File: config.mk
export PLATFORM = sky130hd
export DESIGN_NAME = slw_ctrl
export DESIGN_NICKNAME = d
export VERILOG_FILES = /design/src/verilog/slw_pkg.sv /design/src/verilog/slw_ctrl.sv /design/src/verilog/slw_shift_reg.sv
export SDC_FILE = /design/constraint.sdc
export NUM_CORES = 1
export LEC_CHECK = 0
export BUFFER_PORTS_ARGS = -buffer_cell sky130_fd_sc_hd__buf_2
export CORE_MARGIN = 8
export CORE_UTILIZATION = 43
export CTS_CLUSTER_SIZE = 14
export DETAILED_ROUTE_END_ITERATION = 8
export HOLD_SLACK_MARGIN = 0.15
export PLACE_DENSITY = 0.76
export SLEW_MARGIN = 15
export SYNTH_ARGS = -nofsm -noshare
export SYNTH_HDL_FRONTEND = slang
export SYNTH_SLANG_ARGS = --single-unit
File: constraint.sdc
create_clock -name sys_clk -period 1 [get_ports sys_clk]
set_input_delay 0.05 -clock sys_clk [delete_from_list [all_inputs] [get_ports sys_clk]]
set_output_delay 0.05 -clock sys_clk [all_outputs]
set_load 0.05 [all_outputs]
File: src/verilog/slw_pkg.sv
// Package with constants and carrier types for the loop/single-wire control
package slw_pkg;
  // Character width without the ninth bit
  localparam int SLW_DATA_W = 8;
  // Reset values
  localparam logic [7:0] SLW_DATA_RST = 8'h00;
  localparam logic SLW_NINTH_RST = 1'b0;
  localparam logic SLW_LINE_IDLE = 1'b1;
  // Stop mode encoding
  typedef enum logic [1:0] {
    SLW_RUN, SLW_LIGHT_STOP, SLW_PARTIAL_STOP, SLW_DEEPEST_STOP
  } slw_stop_t;
  // Routing configuration
  typedef struct packed {
    logic loopback_enable;
    logic receiver_source_select;
    logic shared_pin_direction;
  } slw_route_t;
  // Character moving into the transmit shifter
  typedef struct packed {
    logic ninth_tx_bit;
    logic [7:0] data;
  } slw_char_t;
endpackage

File: src/verilog/slw_ctrl.sv
// Ninth-bit transfer, stop-mode handling and loop/single-wire pin routing
`timescale 1ns/1ns
module slw_ctrl (
  // Clock and reset
  input wire logic sys_clk,
  input wire logic srst,
  // Power state
  input wire slw_pkg::slw_stop_t stop_mode,
  // Configuration writes
  input wire logic cfg_we,
  input wire slw_pkg::slw_route_t cfg_wdata,
  input wire logic ninth_we,
  input wire logic ninth_wdata,
  // Transmit path
  input wire logic buf_load,
  input wire logic [7:0] serial_data_buffer,
  input wire logic tx_out,
  // Pins
  input wire logic transmit_pin_in,
  input wire logic receive_pin_in,
  output logic transmit_pin_out,
  output logic transmit_pin_oe,
  output logic receive_pin_released,
  // Receiver and status
  output logic rx_in,
  output slw_pkg::slw_char_t shifter_char,
  output slw_pkg::slw_route_t route_cfg,
  output logic clk_halted,
  output logic needs_init
);
  import slw_pkg::*;

  // Only run mode lets the ninth bit, routing and shifter registers advance
  function automatic logic stop_runs(input slw_stop_t mode);
    return mode == SLW_RUN;
  endfunction

  // Partial and deepest stops clear the ninth bit, routing and shifter registers
  function automatic logic stop_wipes(input slw_stop_t mode);
    return (mode == SLW_PARTIAL_STOP) || (mode == SLW_DEEPEST_STOP);
  endfunction

  // A write strobe counts only while the module clocks run
  function automatic logic take(input logic run, input logic strobe);
    return run && strobe;
  endfunction

  // Loop mode: loop-back on with the internal source picked
  function automatic logic is_loop(input slw_route_t cfg);
    return cfg.loopback_enable && !cfg.receiver_source_select;
  endfunction

  // Single-wire mode: loop-back on with the shared pin picked
  function automatic logic is_single(input slw_route_t cfg);
    return cfg.loopback_enable && cfg.receiver_source_select;
  endfunction

  // Control state
  logic ninth_reg, ninth_next;
  slw_route_t route_reg, route_next;
  // Pin synchronisers, two stages each
  logic [1:0] txp_sync_reg;
  logic [1:0] rxp_sync_reg;
  // Registered outputs and status
  logic tx_out_reg, tx_oe_reg, rxr_reg, rx_in_reg;
  logic halt_reg, init_reg, init_next;
  // Transmit shifter contents
  slw_char_t held;

  // Power-state decode; a stopped module freezes or wipes its state
  wire logic clk_run = stop_runs(stop_mode);
  wire logic wipe = stop_wipes(stop_mode);
  wire logic clr = srst || wipe;

  // Accepted strobes; writes during any stop are dropped silently
  wire logic ninth_take = take(clk_run, ninth_we);
  wire logic cfg_take = take(clk_run, cfg_we);

  // Mode decode from the stored routing word
  wire logic loop_mode = is_loop(route_reg);
  wire logic single_wire = is_single(route_reg);
  wire logic sw_talk = single_wire && route_reg.shared_pin_direction;
  wire logic sw_listen = single_wire && !route_reg.shared_pin_direction;

  // Transmitter owns the pin unless single-wire is listening
  wire logic drive_pin = !sw_listen;
  // Receive pin goes back to port control in both loop-back modes
  wire logic release_rx = loop_mode || single_wire;

  // Receiver source: own transmitter, shared pin, or receive pin
  wire logic rx_from_tx = loop_mode || sw_talk;
  wire logic rx_from_shared = sw_listen;
  wire logic rx_sel = rx_from_tx ? tx_out :
                      rx_from_shared ? txp_sync_reg[1] :
                      rxp_sync_reg[1];

  // Register next values; light stop simply holds them
  assign ninth_next = ninth_take ? ninth_wdata : ninth_reg;
  assign route_next = cfg_take ? cfg_wdata : route_reg;
  // Reinit flag: a wiping stop sets it, a fresh configuration clears it
  assign init_next = wipe ? 1'b1 : cfg_take ? 1'b0 : init_reg;

  // Ninth bit register, cleared by reset or a wiping stop
  always_ff @(posedge sys_clk) begin
    if (clr) begin
      ninth_reg <= SLW_NINTH_RST;
    end else begin
      ninth_reg <= ninth_next;
    end
  end

  // Routing register, cleared the same way
  always_ff @(posedge sys_clk) begin
    if (clr) begin
      route_reg <= '0;
    end else begin
      route_reg <= route_next;
    end
  end

  // Transmit pin synchroniser; only the second stage is read
  always_ff @(posedge sys_clk) begin
    if (srst) begin
      txp_sync_reg <= {2{SLW_LINE_IDLE}};
    end else begin
      txp_sync_reg <= {txp_sync_reg[0], transmit_pin_in};
    end
  end

  // Receive pin synchroniser; only the second stage is read
  always_ff @(posedge sys_clk) begin
    if (srst) begin
      rxp_sync_reg <= {2{SLW_LINE_IDLE}};
    end else begin
      rxp_sync_reg <= {rxp_sync_reg[0], receive_pin_in};
    end
  end

  // Transmit pin data follows the transmitter one cycle late
  always_ff @(posedge sys_clk) begin
    if (srst) begin
      tx_out_reg <= SLW_LINE_IDLE;
    end else begin
      tx_out_reg <= tx_out;
    end
  end

  // Transmit pin enable; low hands the line to the remote party
  always_ff @(posedge sys_clk) begin
    if (srst) begin
      tx_oe_reg <= 1'b1;
    end else begin
      tx_oe_reg <= drive_pin;
    end
  end

  // Receive pin release flag for the port logic
  always_ff @(posedge sys_clk) begin
    if (srst) begin
      rxr_reg <= 1'b0;
    end else begin
      rxr_reg <= release_rx;
    end
  end

  // Receiver serial input after source selection
  always_ff @(posedge sys_clk) begin
    if (srst) begin
      rx_in_reg <= SLW_LINE_IDLE;
    end else begin
      rx_in_reg <= rx_sel;
    end
  end

  // Halt status, one cycle behind the power state
  always_ff @(posedge sys_clk) begin
    if (srst) begin
      halt_reg <= 1'b0;
    end else begin
      halt_reg <= !clk_run;
    end
  end

  // Reinitialisation needed after a wiping stop
  always_ff @(posedge sys_clk) begin
    if (srst) begin
      init_reg <= 1'b0;
    end else begin
      init_reg <= init_next;
    end
  end

  // Transmit shifter load; ninth bit travels with data
  slw_shift_reg u_shift (
    .sys_clk(sys_clk),
    .srst(clr),
    .clk_run(clk_run),
    .load(buf_load),
    .load_char({ninth_reg, serial_data_buffer}),
    .held_char(held)
  );
  assign transmit_pin_out = tx_out_reg;
  assign transmit_pin_oe = tx_oe_reg;
  assign receive_pin_released = rxr_reg;
  assign rx_in = rx_in_reg;
  assign shifter_char = held;
  assign route_cfg = route_reg;
  assign clk_halted = halt_reg;
  assign needs_init = init_reg;
endmodule

File: src/verilog/slw_shift_reg.sv
// Transmit shifter holding data plus ninth bit, loaded on transfer
`timescale 1ns/1ns
module slw_shift_reg (
  // Clock and reset
  input wire logic sys_clk,
  input wire logic srst,
  // Control
  input wire logic clk_run,
  input wire logic load,
  input wire slw_pkg::slw_char_t load_char,
  // Held character
  output slw_pkg::slw_char_t held_char
);
  import slw_pkg::*;
  slw_char_t held_reg;
  // Captures data and ninth bit together while clocks run
  always_ff @(posedge sys_clk) begin
    if (srst) begin
      held_reg <= '{SLW_NINTH_RST, SLW_DATA_RST};
    end else if (clk_run && load) begin
      held_reg <= load_char;
    end
  end
  assign held_char = held_reg;
endmodule
==> reports/summary.log, run 1 <==
INFO  worst_setup_path cp.required=1.19ns
INFO  power          internal-power=1.224mW
INFO  cts            worstSkewPairLatency=0.30ns
INFO  timing         fin_worst_skew=0.007105ns
INFO  detailed_routing drtIter0Drc=11
INFO  final_layout   layout-drive-gt1-share=42.54%
INFO  floorplan      floorplan.io_pins=40
INFO  timing         finalHoldWorstSlack=0.1559ns
INFO  grt            groute.usage.overall=11.72%
INFO  floorplan      die-area=0.003491mm^2
INFO  worst_setup_path critical_path_peak_fanout=8
INFO  cts            clk_pin_slew_worst_paths=0.13ns
INFO  min_path       worstHoldPathType=in -> reg
INFO  power          power.share.switching=24.62%
INFO  logic_synthesis synth.ff_latch_count=23
INFO  logic_synthesis syn_area=798.3um^2
INFO  min_path       min_path_cells=4
INFO  logic_synthesis postSynthCellCount=72
INFO  worst_setup_path crit_arrival=1.16ns
INFO  power          finalPower=1.624mW
INFO  final_layout   utilization_after_layout=72.62%
INFO  floorplan      core_region_area=0.001745mm^2
INFO  worst_setup_path worst-r2r-setup-slack=0.19ns
INFO  final_layout   area_growth=58.78%
INFO  logic_synthesis yosys_warnings=0
INFO  cts            postCtsSetupBuffers=0
INFO  detailed_routing via_count=699
INFO  worst_setup_path reg2reg_start=route_cfg[0]
INFO  floorplan      die_w=59.09um
INFO  logic_synthesis mappedNetlistNets=94
INFO  floorplan      dieHeight=59.09um
INFO  run_status     status=finished, final reports clean
INFO  logic_synthesis avgSynthCellArea=11.09um^2
INFO  placement      placement.setup.worst_slack=0.01155ns
INFO  power          power.sequential.fraction=58.6%
INFO  detailed_routing route.detailed.wl_per_inst=12.40um
INFO  worst_setup_path timing.critical_path.from_type=primary input
INFO  power          vdd.ir_drop.worst=883.9uV
INFO  cts            numClockSinks=23
INFO  timing         report.final.setup_viol=0
INFO  logic_synthesis synth.top_cells.by_area=sky130_fd_sc_hd__dfxtp_1 58%, sky130_fd_sc_hd__mux2i_1 16%, sky130_fd_sc_hd__nor2_1 7.1%
INFO  min_path       whs_endpoint=ninth_reg
INFO  power          leakage_power=0.5600nW
INFO  final_layout   final_common_cell=sky130_fd_sc_hd__buf_2
INFO  timing         timing.final.ws_setup=0.03366ns
INFO  logic_synthesis synth_cell_types=16
INFO  worst_setup_path ff2ff_path_depth=3
INFO  placement      routabilityCongestion=0.6849
INFO  timing         tightest_slew=0.2453ns
INFO  power          power_switching=0.3999mW
INFO  timing         maxSlewViolCount=0
INFO  grt            grt_pass1_wl=3194um
INFO  final_layout   layout.cells.most_common_list=29 x sky130_fd_sc_hd__buf_2, 20 x sky130_fd_sc_hd__dfxtp_1, 19 x sky130_fd_sc_hd__dlygate4sd3_1
INFO  final_layout   nets=157
INFO  timing         fin_crit_share=96.63%
INFO  grt            grt_remaining_overflow=0
INFO  final_layout   fin_area=0.001267mm^2
INFO  power          power_frac_comb=16.2%
INFO  final_layout   largest_register_ffs=9
INFO  grt            grt_antenna_before_repair=0
INFO  power          p_clk_share=25.2%
INFO  detailed_routing totalWireLength=1972um
INFO  placement      detailed_place_hpwl=1443um
INFO  grt            grt_start_max_net_pins=14
INFO  detailed_routing route.detailed.vias_per_inst=4.396
INFO  final_layout   post_layout_nonfiller_instances=159
INFO  detailed_routing drt_pre_antenna_iters=3
INFO  timing         grt_setup_unrepaired=false
INFO  run            maxCapViolCount=0
INFO  floorplan      initial_core_util=45.73%
INFO  final_layout   antenna_cells_inserted=0
INFO  timing         max_freq=1.035GHz
INFO  cts            cts_made_buffers=3
INFO  power          power_density=1281mW/mm^2
INFO  placement      post-place-cells=136
INFO  detailed_routing drc_violation_count_after_routing=0
INFO  placement      port_buffers=39
INFO  cts            cts_max_level=1
INFO  timing         timing.setup.tns=0ns
INFO  min_path       hp-start=ninth_we
INFO  worst_setup_path worstSetupEndpointType=flop
INFO  cts            cts_tree=built
INFO  grt            grt_pass1_vias=726
INFO  worst_setup_path worst_r2r_endpoint=rx_in
INFO  detailed_routing route.antenna.remaining_nets=0
INFO  cts            cts_buffer_depth=2
INFO  logic_synthesis yosysSeqAreaShare=57.68%
INFO  timing         relSlewSlack=83.57%
INFO  cts            clockRootBuffer=sky130_fd_sc_hd__clkbuf_4
INFO  worst_setup_path criticalPathCategory=in -> reg
INFO  timing         timing_hold_violations_final=0
INFO  logic_synthesis synth.top_cell.area_share=57.68%
INFO  timing         layout_min_cycle_time=0.9663ns
INFO  floorplan      number_of_core_rows=15
INFO  logic_synthesis post-synth-top-area-cell=sky130_fd_sc_hd__dfxtp_1
INFO  placement      post_dp_cell_area=0.001021mm^2
==> critical path, cell delays in order <==
cell,delay (ns)
sky130_fd_sc_hd__buf_2,0.10
sky130_fd_sc_hd__dlygate4sd3_1,0.55
sky130_fd_sc_hd__buf_4,0.16
sky130_fd_sc_hd__and2b_2,0.22
sky130_fd_sc_hd__nand3b_1,0.08
==> worst max-delay path by stage <==
stage	start	to	slack (ns)
floorplan	needs_init	needs_init	0.06
finish	srst	transmit_pin_oe	0.03
global route	srst	transmit_pin_oe	0.004
global placement	stop_mode[1]	u_shift.held_char[6]	0.08
detailed placement	stop_mode[1]	u_shift.held_char[3]	0.01
CTS	u_shift.held_char[1]	shifter_char[1]	0.008
==> logic make-up after synthesis <==
kind of cell,count (synthesis),share of synthesized area [%]
mux,13,16.30
simple gates,31,20.69
buf+inv,3,3.291
flops,23,57.68
compound gates,2,2.038
==> cell type report <==
class / count / area [um^2]
multi-input cells: 46 / 311.5
flip-flops and latches: 23 / 464.2
inverters: 1 / 3.754
fillers: 149 / 478.0
repair buffers: 60 / 429.2
clock buffers: 3 / 22.52
well taps: 25 / 31.28
clock inverters: 1 / 5.005
==> Yosys cell counts (all sizes together) <==
library cell,count
and2b,1
buf,2
dfxtp,23
inv,1
mux2i,13
nand2,1
nand2b,2
nand3,1
nand3b,1
nor2,15
nor2b,3
nor3b,1
o2111ai,1
o21a,1
or2,6
==> power by group through the flow <==
| stage | Combinational [mW] | Clock, mW | Sequential, mW |
|---|---|---|---|
| after CTS | 0.261 | 0.430 | 0.951 |
| after global routing | 0.282 | 0.449 | 0.955 |
| after detailed placement | 0.203 | 0 | 0.972 |
| final | 0.263 | 0.410 | 0.951 |
| after global placement | 0.197 | 0 | 0.971 |
| after floorplan | 0.0694 | 0 | 1.03 |
==> layer usage <==
| metal | wire (um) | global-route usage, % | vias to the layer above |
|---|---|---|---|
| met3 | 108 | 3.037 | 2 |
| met4 | 31 | 5.119 | 0 |
| li1 | - | - | 359 |
| met1 | 756 | 11.14 | 319 |
| met5 | 0 | 0 | - |
| met2 | 1075 | 22.74 | 19 |
==> repair_timing <==
| item | 4_1_cts | 5_1_grt |
|---|---|---|
| hold buffers | 19 | 0 |
| endpoints found under the setup margin | 1 | 10 |
| resized for setup | 1 | 10 |
| cloned | 0 | 0 |
| endpoints found under the hold margin | 20 | 0 |
Note: power is estimated with default switching activity, not from simulation.
==> run 2: changes to the inputs <==
--- a/config.mk
+++ b/config.mk
@@ -6,6 +6,7 @@
 export NUM_CORES = 1
 export LEC_CHECK = 0
 export BUFFER_PORTS_ARGS = -buffer_cell sky130_fd_sc_hd__buf_2
+export CORE_ASPECT_RATIO = 1.4
 export CORE_MARGIN = 8
 export CORE_UTILIZATION = 43
 export CTS_CLUSTER_SIZE = 14
==> run 2 against run 1 <==
  * Final area decreased by 1.5%
  * Sequential share of layout area increased by 0.55 points
  * First-iteration DRC count grew 18%
  * Core utilization down 1.5 points
  * Flip-flop and latch count unchanged
==> reports/summary.log, run 2 (synthesis gave the netlist of run 1 again) <==
INFO  run_status     status=finished, final reports clean
INFO  grt            grt_pass1_wl=3098um
INFO  cts            cts_buffer_depth=2
INFO  detailed_routing drtIter0Drc=13
INFO  final_layout   ff_latch_area=464.2um^2
INFO  worst_setup_path critical_path.max_stage_delay=0.34ns
INFO  detailed_routing route.detailed.vias_per_inst=4.493
INFO  grt            grt_remaining_overflow=0
INFO  timing         fin_worst_skew=0.0002043ns
INFO  detailed_routing totalWireLength=1864um
INFO  detailed_routing route.detailed.wl_per_inst=12.26um
INFO  timing         report.final.setup_viol=0
INFO  placement      post-place-cells=130
INFO  cts            cts_max_level=1
INFO  detailed_routing drt_pre_antenna_iters=5
INFO  floorplan      initial_core_util=45.44%
INFO  final_layout   multiInputGateArea=311.5um^2
INFO  timing         max_freq=1.050GHz
INFO  final_layout   layout.cells.most_common_list=27 x sky130_fd_sc_hd__buf_2, 20 x sky130_fd_sc_hd__dfxtp_1, 18 x sky130_fd_sc_hd__dlygate4sd3_1
INFO  power          power_switching=0.3958mW
INFO  worst_setup_path timing.critical_path.from_type=flop
INFO  cts            worstSkewPairLatency=0.31ns
INFO  floorplan      dieHeight=66.98um
INFO  power          power_frac_comb=15.9%
INFO  timing         timing.final.ws_setup=0.04756ns
INFO  timing         layout_min_cycle_time=0.9524ns
INFO  final_layout   area_growth=56.43%
INFO  power          internal-power=1.220mW
INFO  power          vdd.ir_drop.worst=1169uV
INFO  detailed_routing via_count=683
INFO  cts            postCtsSetupBuffers=0
INFO  cts            cts_tree=built
INFO  final_layout   fin_area=0.001249mm^2
INFO  final_layout   nets=155
INFO  timing         grt_setup_unrepaired=false
INFO  worst_setup_path crit_arrival=0.90ns
INFO  final_layout   fillerInstances=134
INFO  worst_setup_path worstSetupEndpointType=output port
INFO  placement      post_dp_cell_area=0.001007mm^2
INFO  worst_setup_path cpLargestDelayFamily=flip-flops
INFO  worst_setup_path critical_path_peak_fanout=2
INFO  worst_setup_path worst-r2r-setup-slack=0.19ns
INFO  cts            clk_pin_slew_worst_paths=0.12ns
INFO  min_path       worstHoldPathType=in -> reg
INFO  grt            grt_antenna_before_repair=0
INFO  floorplan      die-area=0.003511mm^2
INFO  timing         timing_hold_violations_final=0
INFO  cts            clockRootBuffer=sky130_fd_sc_hd__clkbuf_4
INFO  power          power_density=1294mW/mm^2
INFO  worst_setup_path criticalPathCategory=reg -> out
INFO  timing         timing.setup.tns=0ns
INFO  placement      port_buffers=39
INFO  final_layout   largest_register_ffs=9
INFO  final_layout   post_layout_nonfiller_instances=152
INFO  worst_setup_path crit_path_cell_trace=buf_2
INFO  run            maxCapViolCount=0
INFO  detailed_routing route.antenna.remaining_nets=0
INFO  worst_setup_path crit_path_buffers_inverters=1
INFO  floorplan      core_region_area=0.001757mm^2
INFO  power          p_clk_share=25.3%
INFO  floorplan      die_w=52.42um
INFO  power          power.sequential.fraction=58.9%
INFO  timing         fin_crit_share=95.24%
INFO  power          power.share.switching=24.49%
INFO  worst_setup_path worst_path_max_delay_cell=sky130_fd_sc_hd__dfxtp_1
INFO  final_layout   final_common_cell=sky130_fd_sc_hd__buf_2
INFO  placement      placement.setup.worst_slack=0.04823ns
INFO  power          leakage_power=0.5513nW
INFO  worst_setup_path cp.required=0.95ns
INFO  placement      routabilityCongestion=0.7381
INFO  grt            groute.usage.overall=11.36%
INFO  floorplan      floorplan.io_pins=40
INFO  timing         maxSlewViolCount=0
INFO  detailed_routing drc_violation_count_after_routing=0
INFO  timing         relSlewSlack=83.29%
INFO  grt            grt_pass1_vias=724
INFO  timing         tightest_slew=0.2506ns
INFO  floorplan      number_of_core_rows=18
INFO  grt            grt_start_max_net_pins=14
INFO  final_layout   antenna_cells_inserted=0
INFO  cts            cts_made_buffers=3
INFO  final_layout   layout-drive-gt1-share=42.42%
INFO  cts            numClockSinks=23
-- run 2: layout make-up --
class | instances | area share [%]
clock inverters | 1 | 0.4008
clock buffers | 3 | 1.804
repair buffers | 58 | 33.37
well taps | 20 | 2.004
multi-input cells | 46 | 24.95
inverters | 1 | 0.3006
flip-flops and latches | 23 | 37.17
-- run 2: final timing paths --
check,depth (start not counted),start,endpoint
setup / recovery,1,u_shift.held_char[3],shifter_char[3]
hold / removal,4,stop_mode[0],route_cfg[1]
setup reg to reg,3,route_cfg[0],rx_in
hold reg to reg,1,rxp_sync_reg[0],rxp_sync_reg[1]
-- run 2: power groups by stage --
| stage | Clock, mW | Combinational [mW] | Sequential [mW] |
|---|---|---|---|
| 6_report | 0.408 | 0.257 | 0.951 |
| 5_1_grt | 0.463 | 0.276 | 0.955 |
| 4_1_cts | 0.424 | 0.252 | 0.951 |
| 3_5_place_dp | 0 | 0.197 | 0.972 |
| 3_3_place_gp | 0 | 0.195 | 0.971 |
| 2_1_floorplan | 0 | 0.0694 | 1.03 |
-- run 2: worst reg2reg max path, stage by stage (launching register included) --
cell and delay, ns:
sky130_fd_sc_hd__dfxtp_2 0.35, sky130_fd_sc_hd__nand2b_1 0.15, sky130_fd_sc_hd__nand3_1 0.08, sky130_fd_sc_hd__o2111ai_1 0.11
-- run 2: what timing repair did --
action,CTS,global route
resized for setup,2,13
hold buffers,18,0
endpoints found under the hold margin,21,0
setup endpoints to repair,2,11
-- run 2: per-stage QoR --
stage                     utilization (%)  hold slack [ns]  total power, mW
after global placement              57.34           0.2324            1.166
after detailed placement            57.34           0.2367            1.169
final                               71.08           0.1403            1.616
after floorplan                         -           0.1224            1.101
after global routing                71.08           0.1664            1.694
after CTS                           69.44           0.1389            1.628
-- run 2: per-layer routing --
layer | global-route usage [%] | part of all wire [%]
met1 | 12.29 | 40
met2 | 17.56 | 46
met3 | 5.791 | 13
met4 | 5.844 | 1.6
met5 | 0 | 0
==> run 3: changes to the inputs <==
--- a/config.mk
+++ b/config.mk
@@ -6,7 +6,6 @@
 export NUM_CORES = 1
 export LEC_CHECK = 0
 export BUFFER_PORTS_ARGS = -buffer_cell sky130_fd_sc_hd__buf_2
-export CORE_ASPECT_RATIO = 1.4
 export CORE_MARGIN = 8
 export CORE_UTILIZATION = 43
 export CTS_CLUSTER_SIZE = 14
==> constraint.sdc (replaced) <==
create_clock -name sys_clk -period 1.05 [get_ports sys_clk]
set_input_delay 0.0525 -clock sys_clk [delete_from_list [all_inputs] [get_ports sys_clk]]
set_output_delay 0.0525 -clock sys_clk [all_outputs]
set_load 0.05 [all_outputs]
==> run 3 against run 2 <==
  * Combinational power fell by 7%
  * Critical path depth unchanged
  * Wire length grew 2.7%
  * Final area shrank 1.9%
  * Register-to-register slack improved by 0.07 ns
==> reports/summary.log, run 3 (synthesis gave the netlist of run 1 again) <==
INFO  worst_setup_path timing.critical_path.from_type=flop
INFO  timing         relSlewSlack=83.67%
INFO  grt            groute.usage.overall=12.00%
INFO  placement      port_buffers=39
INFO  timing         report.final.setup_viol=0
INFO  timing         maxSlewViolCount=0
INFO  final_layout   layout.cells.most_common_list=38 x sky130_fd_sc_hd__buf_2, 20 x sky130_fd_sc_hd__dfxtp_1, 18 x sky130_fd_sc_hd__dlygate4sd3_1
INFO  final_layout   area_growth=53.45%
INFO  placement      placement.setup.worst_slack=0.05742ns
INFO  power          p_clk_share=25.5%
INFO  cts            numClockSinks=23
INFO  detailed_routing totalWireLength=1914um
INFO  floorplan      core_region_area=0.001745mm^2
INFO  cts            cts_made_buffers=3
INFO  cts            cts_tree=built
INFO  run            maxCapViolCount=0
INFO  worst_setup_path criticalPathCategory=reg -> out
INFO  detailed_routing drtIter0Drc=6
INFO  power          leakage_power=0.5531nW
INFO  final_layout   nets=155
INFO  placement      routabilityCongestion=0.6756
INFO  timing         grt_setup_unrepaired=false
INFO  detailed_routing via_count=664
INFO  power          power_switching=0.3745mW
INFO  floorplan      die-area=0.003491mm^2
INFO  final_layout   largest_register_ffs=9
INFO  timing         fin_worst_skew=0.006801ns
INFO  worst_setup_path ff2ff_path_depth=3
INFO  cts            clockRootBuffer=sky130_fd_sc_hd__clkbuf_4
INFO  timing         timing.final.ws_setup=0.05516ns
INFO  floorplan      initial_core_util=45.73%
INFO  detailed_routing drc_violation_count_after_routing=0
INFO  power          internal-power=1.165mW
INFO  detailed_routing route.antenna.remaining_nets=0
INFO  power          power.sequential.fraction=58.9%
INFO  timing         fin_crit_share=94.75%
INFO  cts            worstSkewPairLatency=0.31ns
INFO  power          power_density=1257mW/mm^2
INFO  timing         tightest_slew=0.2439ns
INFO  cts            cts_max_level=1
INFO  cts            cts_buffer_depth=2
INFO  final_layout   final_common_cell=sky130_fd_sc_hd__buf_2
INFO  placement      detailed_place_hpwl=1371um
INFO  detailed_routing route.detailed.vias_per_inst=4.229
INFO  final_layout   layout-drive-gt1-share=41.67%
INFO  worst_setup_path crit_path_buffers_inverters=1
INFO  timing         timing_hold_violations_final=0
INFO  final_layout   antenna_cells_inserted=0
INFO  grt            grt_start_max_net_pins=14
INFO  worst_setup_path cp.required=1.00ns
INFO  timing         layout_min_cycle_time=0.9948ns
INFO  detailed_routing route.detailed.wl_per_inst=12.19um
INFO  min_path       worstHoldPathType=in -> reg
INFO  timing         timing.setup.tns=0ns
INFO  grt            grt_pass1_wl=3125um
INFO  floorplan      dieHeight=59.09um
INFO  floorplan      number_of_core_rows=15
INFO  run_status     status=finished, final reports clean
INFO  worst_setup_path worst_path_max_delay_cell=sky130_fd_sc_hd__dfxtp_2
INFO  floorplan      floorplan.io_pins=40
INFO  worst_setup_path crit_arrival=0.94ns
INFO  worst_setup_path worstSetupEndpointType=output port
INFO  power          power.share.switching=24.33%
INFO  min_path       min_path_cells=3
INFO  grt            grt_antenna_before_repair=0
INFO  cts            postCtsSetupBuffers=0
INFO  worst_setup_path timing.critical_path.depth=1
INFO  worst_setup_path cpLargestDelayFamily=flip-flops
INFO  worst_setup_path critical_path.max_stage_delay=0.37ns
INFO  timing         max_freq=1.005GHz
INFO  final_layout   utilization_after_layout=70.18%
INFO  cts            clk_pin_slew_worst_paths=0.12ns
INFO  worst_setup_path critical_path_peak_fanout=4
INFO  grt            grt_pass1_vias=674
INFO  grt            grt_remaining_overflow=0
INFO  power          power_frac_comb=15.6%
INFO  worst_setup_path crit_path_cell_trace=buf_2
INFO  power          vdd.ir_drop.worst=1043uV
INFO  floorplan      die_w=59.09um
INFO  detailed_routing drt_pre_antenna_iters=4
## run 3: changes by cell type in the layout (fill, tap and decap cells not counted)
cell / previous run / this run
sky130_fd_sc_hd__buf_4: 4 / 1
sky130_fd_sc_hd__buf_2: 27 / 38
sky130_fd_sc_hd__clkinv_2: 1 / 0
sky130_fd_sc_hd__buf_6: 1 / 0
sky130_fd_sc_hd__or2_2: 6 / 5
sky130_fd_sc_hd__clkbuf_4: 11 / 4
sky130_fd_sc_hd__clkbuf_1: 0 / 1
sky130_fd_sc_hd__or2_4: 0 / 1
## run 3: final timing paths
path	slack [ns]	to	from
setup / recovery	0.06	route_cfg[1]	route_cfg[1]
hold reg to reg	0.43	rxp_sync_reg[1]	rxp_sync_reg[0]
hold / removal	0.15	route_cfg[1]	stop_mode[1]
setup reg to reg	0.26	rx_in	route_cfg[0]
## run 3: final cells by class
class                           count  area (um^2)
Fill cell                         156        520.5
Sequential cell                    23        464.2
Timing Repair Buffer               58        385.4
Multi-Input combinational cell     46        314.1
Tap cell                           25        31.28
Clock buffer                        4        26.28
Inverter                            1        3.754
## run 3: timing repair
item,in CTS,in global routing
setup endpoints to repair,0,13
resized for setup,0,2
hold buffers,18,0
endpoints found under the hold margin,21,0
## run 3: power groups by stage
stage	clock network [mW]	registers, mW	logic (mW)
3_5_place_dp	0	0.926	0.188
6_report	0.393	0.906	0.240
4_1_cts	0.403	0.906	0.240
5_1_grt	0.441	0.909	0.260
2_1_floorplan	0	0.982	0.0661
3_3_place_gp	0	0.925	0.185
## run 3: per-layer routing
metal	wire length, um	up-vias	GRT usage (%)
li1	-	353	-
met1	797	288	12.90
met2	970	19	19.94
met3	85	4	2.603
met4	59	0	9.215
met5	0	-	0
## run 3: stage by stage
step	total power, mW	hold slack, ns	area [um^2]	std cells
after detailed placement	1.114	0.2380	1013	135
final	1.539	0.1498	1225	157
after global placement	1.109	0.2343	1013	135
after floorplan	1.048	0.1249	802.0	72
after CTS	1.550	0.1643	1220	157
after global routing	1.610	0.1687	1225	157
## run 3: worst min-delay path, delay by kind of cell
kind,cells,cell delay [ns]
and+or+nand+nor,2,0.26
buffers and inverters,1,0.11
